`src/core/scdiv_cfg.svh`:
```
// constants for the system clock divider and select block
//
// Functional notes
// four-bit divisor, bits 26:23, reset 0xF
// PLL in use: clamp divisor to minimum
// PLL unused: divisor applied as written
// divider enable bit 22, reset 0
// PLL source always goes through divider
// override bit selects alternate divisor field
// bit 13 drives PLL power down, reset 1
// bypass bit 11 set: oscillator clocks system
// bypass clear: divided PLL clocks system
// crystal code bits 9:6, reset 0xB
// software avoids crystal codes 0-3 with PLL
// bit 12 reads one, 21:14, 10 zero
// two-bit oscillator source select, reset 1
// source switches without short clock pulses
`ifndef SCDIV_CFG_SVH
`define SCDIV_CFG_SVH
// ==========================================
// register offsets
`define SCD_RUN_CFG_OFS 12'h060
`define SCD_SECOND_CFG_OFS 12'h070
`define SCD_STATUS_OFS 12'h074
// ==========================================
// run_clock_config fields
`define SCD_DIV_HI 26
`define SCD_DIV_LO 23
`define SCD_DIVEN_BIT 22
`define SCD_PDN_BIT 13
`define SCD_RSV1_BIT 12
`define SCD_BYP_BIT 11
`define SCD_CRYS_HI 9
`define SCD_CRYS_LO 6
`define SCD_OSC_HI 5
`define SCD_OSC_LO 4
`define SCD_DIV_RST 4'hF
`define SCD_CRYS_RST 4'hB
`define SCD_OSC_RST 2'h1
`define SCD_DIVEN_RST 1'b0
`define SCD_PDN_RST 1'b1
`define SCD_BYP_RST 1'b1
// ==========================================
// second_clock_config fields
`define SCD_OVR_BIT 31
`define SCD_ALT_HI 26
`define SCD_ALT_LO 23
`define SCD_ALT_RST 4'hF
`define SCD_OVR_RST 1'b0
`endif

```
`src/core/scdiv_pkg.sv`:
```
// types for the system clock divider and select block
package scdiv_pkg;
   // oscillator source choices
   typedef enum logic [1:0] {
      SCD_MAIN_OSC,
      SCD_INTERNAL_OSC,
      SCD_INTERNAL_OSC_DIV4,
      SCD_SLOW_OSC
   } scdiv_osc_t;
   typedef logic [3:0] scdiv_div_t;
endpackage

```
`src/core/scdiv_top.sv`:
```
// system clock source select and divider with AHB-Lite register slave
`timescale 1ns/10ps
`default_nettype none
`include "scdiv_cfg.svh"
module scdiv_top
#(
   parameter logic [3:0] MIN_DIV = 4'h3
)
(
   input wire logic clk_in,
   input wire logic resetn_in,
   input wire logic hsel_in,
   input wire logic [31:0] haddr_in,
   input wire logic [1:0] htrans_in,
   input wire logic hwrite_in,
   input wire logic [2:0] hsize_in,
   input wire logic [31:0] hwdata_in,
   input wire logic hready_in,
   output logic hreadyout_out,
   output logic hresp_out,
   output logic [31:0] hrdata_out,
   input wire logic main_osc_tick_in,
   input wire logic internal_osc_tick_in,
   input wire logic slow_osc_tick_in,
   input wire logic pll_tick_in,
   output logic sys_tick_out,
   output logic pll_power_down_out,
   output logic [3:0] crystal_freq_code_out,
   output var scdiv_pkg::scdiv_osc_t osc_source_select_out,
   output var scdiv_pkg::scdiv_div_t eff_divisor_out
);
   import scdiv_pkg::*;

   // ==========================================
   // elaboration checks
   if (MIN_DIV == 4'h0)
   begin : g_bad_min
      $error("MIN_DIV must be nonzero");
   end

   // ==========================================
   // bus address phase capture
   logic wr_q;
   logic rd_q;
   logic [11:0] addr_q;
   logic req;
   assign req = hsel_in && hready_in && htrans_in[1];

   always_ff @(posedge clk_in or negedge resetn_in)
   begin
      if (!resetn_in)
      begin
         wr_q <= 1'b0;
         rd_q <= 1'b0;
         addr_q <= 12'h000;
      end
      else
      begin
         wr_q <= req && hwrite_in && (hsize_in == 3'h2);
         rd_q <= req && !hwrite_in;
         addr_q <= haddr_in[11:0];
      end
   end

   // zero wait states, always okay
   assign hreadyout_out = 1'b1;
   assign hresp_out = 1'b0;

   // ==========================================
   // software registers
   logic [3:0] div_q;
   logic diven_q;
   logic pdn_q;
   logic byp_q;
   logic [3:0] crys_q;
   logic [1:0] osc_q;
   logic ovr_q;
   logic [3:0] alt_q;
   logic wr_run;
   logic wr_sec;
   assign wr_run = wr_q && (addr_q == `SCD_RUN_CFG_OFS);
   assign wr_sec = wr_q && (addr_q == `SCD_SECOND_CFG_OFS);

   // run configuration register fields
   always_ff @(posedge clk_in or negedge resetn_in)
   begin
      if (!resetn_in)
      begin
         div_q <= `SCD_DIV_RST;
         diven_q <= `SCD_DIVEN_RST;
         pdn_q <= `SCD_PDN_RST;
         byp_q <= `SCD_BYP_RST;
         crys_q <= `SCD_CRYS_RST;
         osc_q <= `SCD_OSC_RST;
      end
      else if (wr_run)
      begin
         div_q <= hwdata_in[`SCD_DIV_HI:`SCD_DIV_LO];
         diven_q <= hwdata_in[`SCD_DIVEN_BIT];
         pdn_q <= hwdata_in[`SCD_PDN_BIT];
         byp_q <= hwdata_in[`SCD_BYP_BIT];
         crys_q <= hwdata_in[`SCD_CRYS_HI:`SCD_CRYS_LO];
         osc_q <= hwdata_in[`SCD_OSC_HI:`SCD_OSC_LO];
      end
   end

   // second configuration register fields
   always_ff @(posedge clk_in or negedge resetn_in)
   begin
      if (!resetn_in)
      begin
         ovr_q <= `SCD_OVR_RST;
         alt_q <= `SCD_ALT_RST;
      end
      else if (wr_sec)
      begin
         ovr_q <= hwdata_in[`SCD_OVR_BIT];
         alt_q <= hwdata_in[`SCD_ALT_HI:`SCD_ALT_LO];
      end
   end

   // ==========================================
   // active settings, taken only at period boundaries
   logic act_byp_q;
   logic act_diven_q;
   logic [1:0] act_osc_q;
   logic [3:0] act_div_q;
   logic [3:0] cnt_q;
   logic [1:0] pre_q;
   logic sel_tick;
   logic osc_tick;
   logic src_tick;
   logic div_used;
   logic [3:0] prog_div;
   logic [3:0] eff_div;
   logic boundary;

   // programmed divisor, override from second register
   assign prog_div = ovr_q ? alt_q : div_q;

   // oscillator source mux with internal divide by four
   always_comb
   begin
      case (scdiv_osc_t'(act_osc_q))
         SCD_MAIN_OSC: osc_tick = main_osc_tick_in;
         SCD_INTERNAL_OSC: osc_tick = internal_osc_tick_in;
         SCD_INTERNAL_OSC_DIV4: osc_tick = internal_osc_tick_in && (pre_q == 2'h3);
         default: osc_tick = slow_osc_tick_in;
      endcase
   end

   // bypass picks oscillator, else PLL
   assign src_tick = act_byp_q ? osc_tick : pll_tick_in;
   // PLL always runs through the divider
   assign div_used = act_diven_q || !act_byp_q;
   // clamp only while PLL feeds the system
   assign eff_div = (!act_byp_q && (act_div_q < MIN_DIV)) ? MIN_DIV : act_div_q;
   assign boundary = src_tick && (!div_used || (cnt_q >= eff_div));
   assign sel_tick = boundary;

   // internal oscillator prescaler
   always_ff @(posedge clk_in or negedge resetn_in)
   begin
      if (!resetn_in)
         pre_q <= 2'h0;
      else if (internal_osc_tick_in)
         pre_q <= pre_q + 2'h1;
   end

   // period counter, restarts on every output tick
   always_ff @(posedge clk_in or negedge resetn_in)
   begin
      if (!resetn_in)
         cnt_q <= 4'h0;
      else if (boundary)
         cnt_q <= 4'h0;
      else if (src_tick)
         cnt_q <= cnt_q + 4'h1;
   end

   // new source and divisor load only after a full period
   always_ff @(posedge clk_in or negedge resetn_in)
   begin
      if (!resetn_in)
      begin
         act_byp_q <= `SCD_BYP_RST;
         act_diven_q <= `SCD_DIVEN_RST;
         act_osc_q <= `SCD_OSC_RST;
         act_div_q <= `SCD_DIV_RST;
      end
      else if (boundary)
      begin
         act_byp_q <= byp_q;
         act_diven_q <= diven_q;
         act_osc_q <= osc_q;
         act_div_q <= prog_div;
      end
   end

   // ==========================================
   // outputs to the clock tree
   always_ff @(posedge clk_in or negedge resetn_in)
   begin
      if (!resetn_in)
      begin
         sys_tick_out <= 1'b0;
         eff_divisor_out <= `SCD_DIV_RST;
      end
      else
      begin
         sys_tick_out <= sel_tick;
         eff_divisor_out <= eff_div;
      end
   end

   assign pll_power_down_out = pdn_q;
   assign crystal_freq_code_out = crys_q;
   assign osc_source_select_out = scdiv_osc_t'(osc_q);

   // ==========================================
   // read data, decoded from the data-phase address
   always_comb
   begin
      hrdata_out = 32'h0000_0000;
      if (!rd_q)
         hrdata_out = 32'h0000_0000;
      else if (addr_q == `SCD_RUN_CFG_OFS)
      begin
         hrdata_out[`SCD_DIV_HI:`SCD_DIV_LO] = div_q;
         hrdata_out[`SCD_DIVEN_BIT] = diven_q;
         hrdata_out[`SCD_PDN_BIT] = pdn_q;
         hrdata_out[`SCD_RSV1_BIT] = 1'b1;
         hrdata_out[`SCD_BYP_BIT] = byp_q;
         hrdata_out[`SCD_CRYS_HI:`SCD_CRYS_LO] = crys_q;
         hrdata_out[`SCD_OSC_HI:`SCD_OSC_LO] = osc_q;
      end
      else if (addr_q == `SCD_SECOND_CFG_OFS)
      begin
         hrdata_out[`SCD_OVR_BIT] = ovr_q;
         hrdata_out[`SCD_ALT_HI:`SCD_ALT_LO] = alt_q;
      end
      else if (addr_q == `SCD_STATUS_OFS)
      begin
         hrdata_out[3:0] = eff_div;
         hrdata_out[5:4] = act_osc_q;
         hrdata_out[6] = act_byp_q;
         hrdata_out[7] = div_used;
      end
   end
endmodule
`default_nettype wire

```
`config.mk`:
```
export PLATFORM = sky130hd
export DESIGN_NAME = scdiv_top
export DESIGN_NICKNAME = d
export VERILOG_FILES = /design/src/core/scdiv_pkg.sv /design/src/core/scdiv_top.sv
export VERILOG_INCLUDE_DIRS = /design/src /design/src/core
export SDC_FILE = /design/constraint.sdc
export NUM_CORES = 1
export LEC_CHECK = 0
export BUFFER_PORTS_ARGS = -buffer_cell sky130_fd_sc_hd__clkbuf_2
export CAP_MARGIN = 40
export CORE_MARGIN = 2
export CORE_UTILIZATION = 48
export DETAILED_ROUTE_END_ITERATION = 16
export PLACE_DENSITY = 0.85
export SLEW_MARGIN = 20
export SYNTH_ARGS = -nofsm -noshare
export SYNTH_HDL_FRONTEND = slang
export SYNTH_SLANG_ARGS = --single-unit
```
`constraint.sdc`:
```
create_clock -name clk_in -period 5.9 [get_ports clk_in]
set_clock_uncertainty 0.1 [all_clocks]
set_input_delay 0 -clock clk_in [delete_from_list [all_inputs] [get_ports clk_in]]
set_output_delay 0 -clock clk_in [all_outputs]
set_load 0.005 [all_outputs]
```
==> impl_metrics.py <==
metrics = {
    "status": {
        "outcome": "complete, no violations",
    },
    "critical_path": {
        "required_ns": 5.99,
        "critical_path.max_stage_delay_ns": 0.61,
        "timing.reg2reg.worst_path_depth": 9,
        "worst_path_cell_trace": "nor3_1 -> or2_2 -> ha_1 -> nand2b_1 -> a211oi_1 -> o211ai_1 -> nor2b_1 -> buf_4 -> mux2_2",
        "crit_startpoint": "act_byp_q$_DFFE_PN1P_",
        "critPathKind": "reg -> reg",
        "timing.reg2reg.setup_slack_ns": 2.96,
        "timing.critical_path.from_type": "register",
        "worst_r2r_endpoint": "act_osc_q[1]$_DFFE_PN0P_",
        "path_delay_family": "simple AND/OR/NAND/NOR gates",
        "crit_fanout": 7,
        "critical_path_buf_inv_count": 1,
        "cp-endpoint": "act_osc_q[1]$_DFFE_PN0P_",
        "cp_slowest_cell": "dfstp_2",
        "worstPathArrival_ns": 3.03,
        "worst-path-stages": 9,
        "critPathCaptureType": "register",
        "timing.rr.start": "act_byp_q$_DFFE_PN1P_",
    },
    "global_route": {
        "antenna_violations_before_repair": 0,
        "remaining_overflow_grt": 0,
        "grt_start_max_net_pins": 52,
        "first_global_vias": 1720,
        "grt_first_pass_wirelength_um": 7820,
        "grtUsageTotal_pct": 19.6,
    },
    "cells_and_area": {
        "fillerInstances": 350,
        "finish.net_count": 367,
        "antenna-diode-count": 0,
        "drive_gt1_share_pct": 47.5,
        "final_area_um2": 3070,
        "fin_cells": 338,
        "layout-area-overhead-vs-synth_pct": 32.1,
    },
    "power": {
        "power.internal_uw": 537,
        "sw_frac_of_total_pct": 26.7,
        "vdd_drop_max_mv": 0.215,
        "p_comb_share_pct": 19.7,
        "pwr_density_cell_nw_per_um2": 239,
        "power_leakage_nw": 1.48,
        "p_seq_share_pct": 54.2,
        "switchingPower_uw": 195,
        "proportion_of_power_drawn_by_the_clock_network_pct": 26.2,
    },
    "timing": {
        "fin_crit_ns": 2.94,
        "maxSlewViolCount": 0,
        "tightestPinTransition_ns": 0.644,
        "maxClockFrequency_ghz": 0.340,
        "report.final.hold_viol_count": 0,
        "timing.final.setup_violations": 0,
        "max_slew_margin_pct": 56.9,
        "grt_setup_unrepaired": "no",
        "post-route-period-util_pct": 49.9,
        "final_layout_setup_total_negative_slack_ns": 0,
        "hold-worst-slack_ns": 0.116,
    },
    "clock_tree": {
        "tritoncts.num_buffers": 5,
        "insertion_delay_ns": 0.30,
        "cts_root_buf": "clkbuf_8",
        "ctsLongestPathBuffers": 2,
        "clkSlewWorstSetupHoldPaths_ns": 0.09,
        "cts.htree.levels": 2,
        "tritoncts_num_sinks": 51,
        "cts_tree": "done",
    },
    "yosys": {
        "dominantRegCellSynth": "dfrtp_1",
        "yosysWarningCount": 0,
        "synth_most_common_cell": "mux2_2",
        "yosys-top-cells-area": "dfrtp_1 29%, dfstp_2 27%, mux2_2 14%, buf_4 4.8%, a22o_1 3.4%",
        "post_synth.cell_area_avg_um2": 12.9,
        "synth_area_leader_cell": "dfrtp_1",
        "post_synthesis_register_bit_count": 51,
        "netlist_top_cells_count": "28 x mux2_2, 27 x dfrtp_1, 24 x dfstp_2",
        "synth_top_area_share_pct": 29.1,
        "syn_inst": 180,
        "proportion_of_synthesized_flip_flops_having_asynchronous_set_or_reset_pct": 100,
        "synth_seq_area_share_pct": 56.2,
        "synth-edff-count": 0,
        "yosys.cell_types.count": 37,
        "synth_area_um2": 2320,
    },
    "floorplanning": {
        "num_io_pins": 124,
        "design.core.area_um2": 4690,
        "dieHeight_um": 73.6,
        "start_util_pct": 49.5,
        "total_die_area_um2": 5410,
        "placement_rows": 25,
        "chipWidth_um": 73.6,
    },
    "drt": {
        "drc": 0,
        "routed_wire_length_per_instance_um": 14.1,
        "sum_of_routed_wire_length_over_all_layers_um": 4750,
        "number_of_search_and_repair_iterations_in_the_first_detailed_routing_pass": 3,
        "post_drt_via_cell_ratio": 4.90,
        "drtAntennaViolNets": 0,
        "drtIter0Drc": 56,
        "dr_total_vias": 1655,
    },
    "placed_design": {
        "gp_routability_congestion": 0.748,
        "dp.final_hpwl_um": 3070,
        "placed_cell_area_um2": 2660,
        "port_buffers": 69,
        "placed_cells": 297,
    },
    "flow_run": {
        "cap_violations": 0,
    },
    "min_path": {
        "min-delay-path-class": "in -> reg",
    },
}
## power groups by stage
stage                     registers (mW)  clock network (mW)  logic, mW
after floorplan                    0.398                   0     0.0921
after global placement             0.401                   0      0.116
after detailed placement           0.403                   0      0.127
after CTS                          0.397               0.196      0.144
after global routing               0.400               0.212      0.165
final                              0.397               0.192      0.144
## layout by cell type (no fill, tap or decap), drive strengths merged, types with 2 or more instances in the layout
| master | instances |
|---|---|
| nand2b | 2 |
| inv | 6 |
| mux2i | 4 |
| conb | 15 |
| clkinv | 3 |
| dlygate4sd3 | 33 |
| nor3 | 7 |
| or2 | 2 |
| and2 | 7 |
| buf | 2 |
| nand2 | 2 |
| mux2 | 28 |
| nor2 | 8 |
| dfrtp | 27 |
| a22o | 9 |
| nor2b | 2 |
| dfstp | 24 |
| ha | 6 |
| a21oi | 2 |
| clkbuf | 74 |
| o21ai | 4 |
| nand3 | 5 |
## what timing repair did
item | 4_1_cts | 5_1_grt
gates resized for setup | 0 | 0
hold buffers | 33 | 0
hold endpoints to repair | 61 | 0
setup buffers | 0 | 0
## layer usage
metal	part of all wire, %	global-route usage, %
met1	41	22.5
met2	52	34.3
met3	5.7	5.76
met4	1.6	7.47
met5	0	0
## final cells by class
class	count	area, µm²	area share (%)
clock buffer	5	68.8	2.24
inverter	6	22.5	0.734
multi-input combinational	115	898	29.3
clock inverter	3	15.0	0.489
timing repair buffer	104	691	22.5
tap	54	67.6	2.20
sequential	51	1310	42.6
## cells by family (layout without fill, tap and decap cells)
family / after synthesis / in the layout / share of synthesized area [%]
flip-flops: 51 / 51 / 56.2
AND/OR/NAND/NOR: 41 / 41 / 10.8
multiplexers: 32 / 32 / 15.3
buffers and inverters: 27 / 118 / 7.22
AO/OA/AOI/OAI: 19 / 19 / 6.14
adder cells (fa/ha/maj): 6 / 6 / 3.23
other: 2 / 15 / 0.323
XOR/XNOR: 2 / 2 / 0.754
## registers in the layout, indices dropped and copies added, names as in the netlist, 4 cells and up
name and count:
addr_q 12, act_div_q 4, div_q 4, alt_q 4, crystal_freq_code_out 4, cnt_q 4
eff_divisor_out 4
## worst min-delay path by stage
stage                         endpoint  cells after the start        start  slack [ns]
2_1_floorplan  act_diven_q$_DFFE_PN0P_                      0    resetn_in       -0.40
3_3_place_gp       addr_q[3]$_DFF_PN0_                      1  haddr_in[3]       0.008
3_5_place_dp       addr_q[3]$_DFF_PN0_                      1  haddr_in[3]        0.01
4_1_cts           cnt_q[1]$_DFFE_PN0P_                      3  pll_tick_in        0.11
5_1_grt           cnt_q[1]$_DFFE_PN0P_                      3  pll_tick_in        0.13
6_report          cnt_q[1]$_DFFE_PN0P_                      3  pll_tick_in        0.12
## metrics by stage
stage / utilization [%] / power [mW] / worst slack (ns)
after floorplan: - / 0.490 / 3.44
after global placement: 56.4 / 0.517 / 2.87
after detailed placement: 56.6 / 0.530 / 2.96
after CTS: 65.4 / 0.736 / 2.94
after global routing: 65.4 / 0.778 / 2.75
final: 65.4 / 0.733 / 2.96
## worst reg2reg max path: stages (launching register included)
cell and delay [ns]:
dfstp_2 0.61, nor3_1 0.09, or2_2 0.30, ha_1 0.27, nand2b_1 0.10, a211oi_1 0.07
o211ai_1 0.22, nor2b_1 0.49, buf_4 0.25, mux2_2 0.33
(Power assumes the default switching activity.)
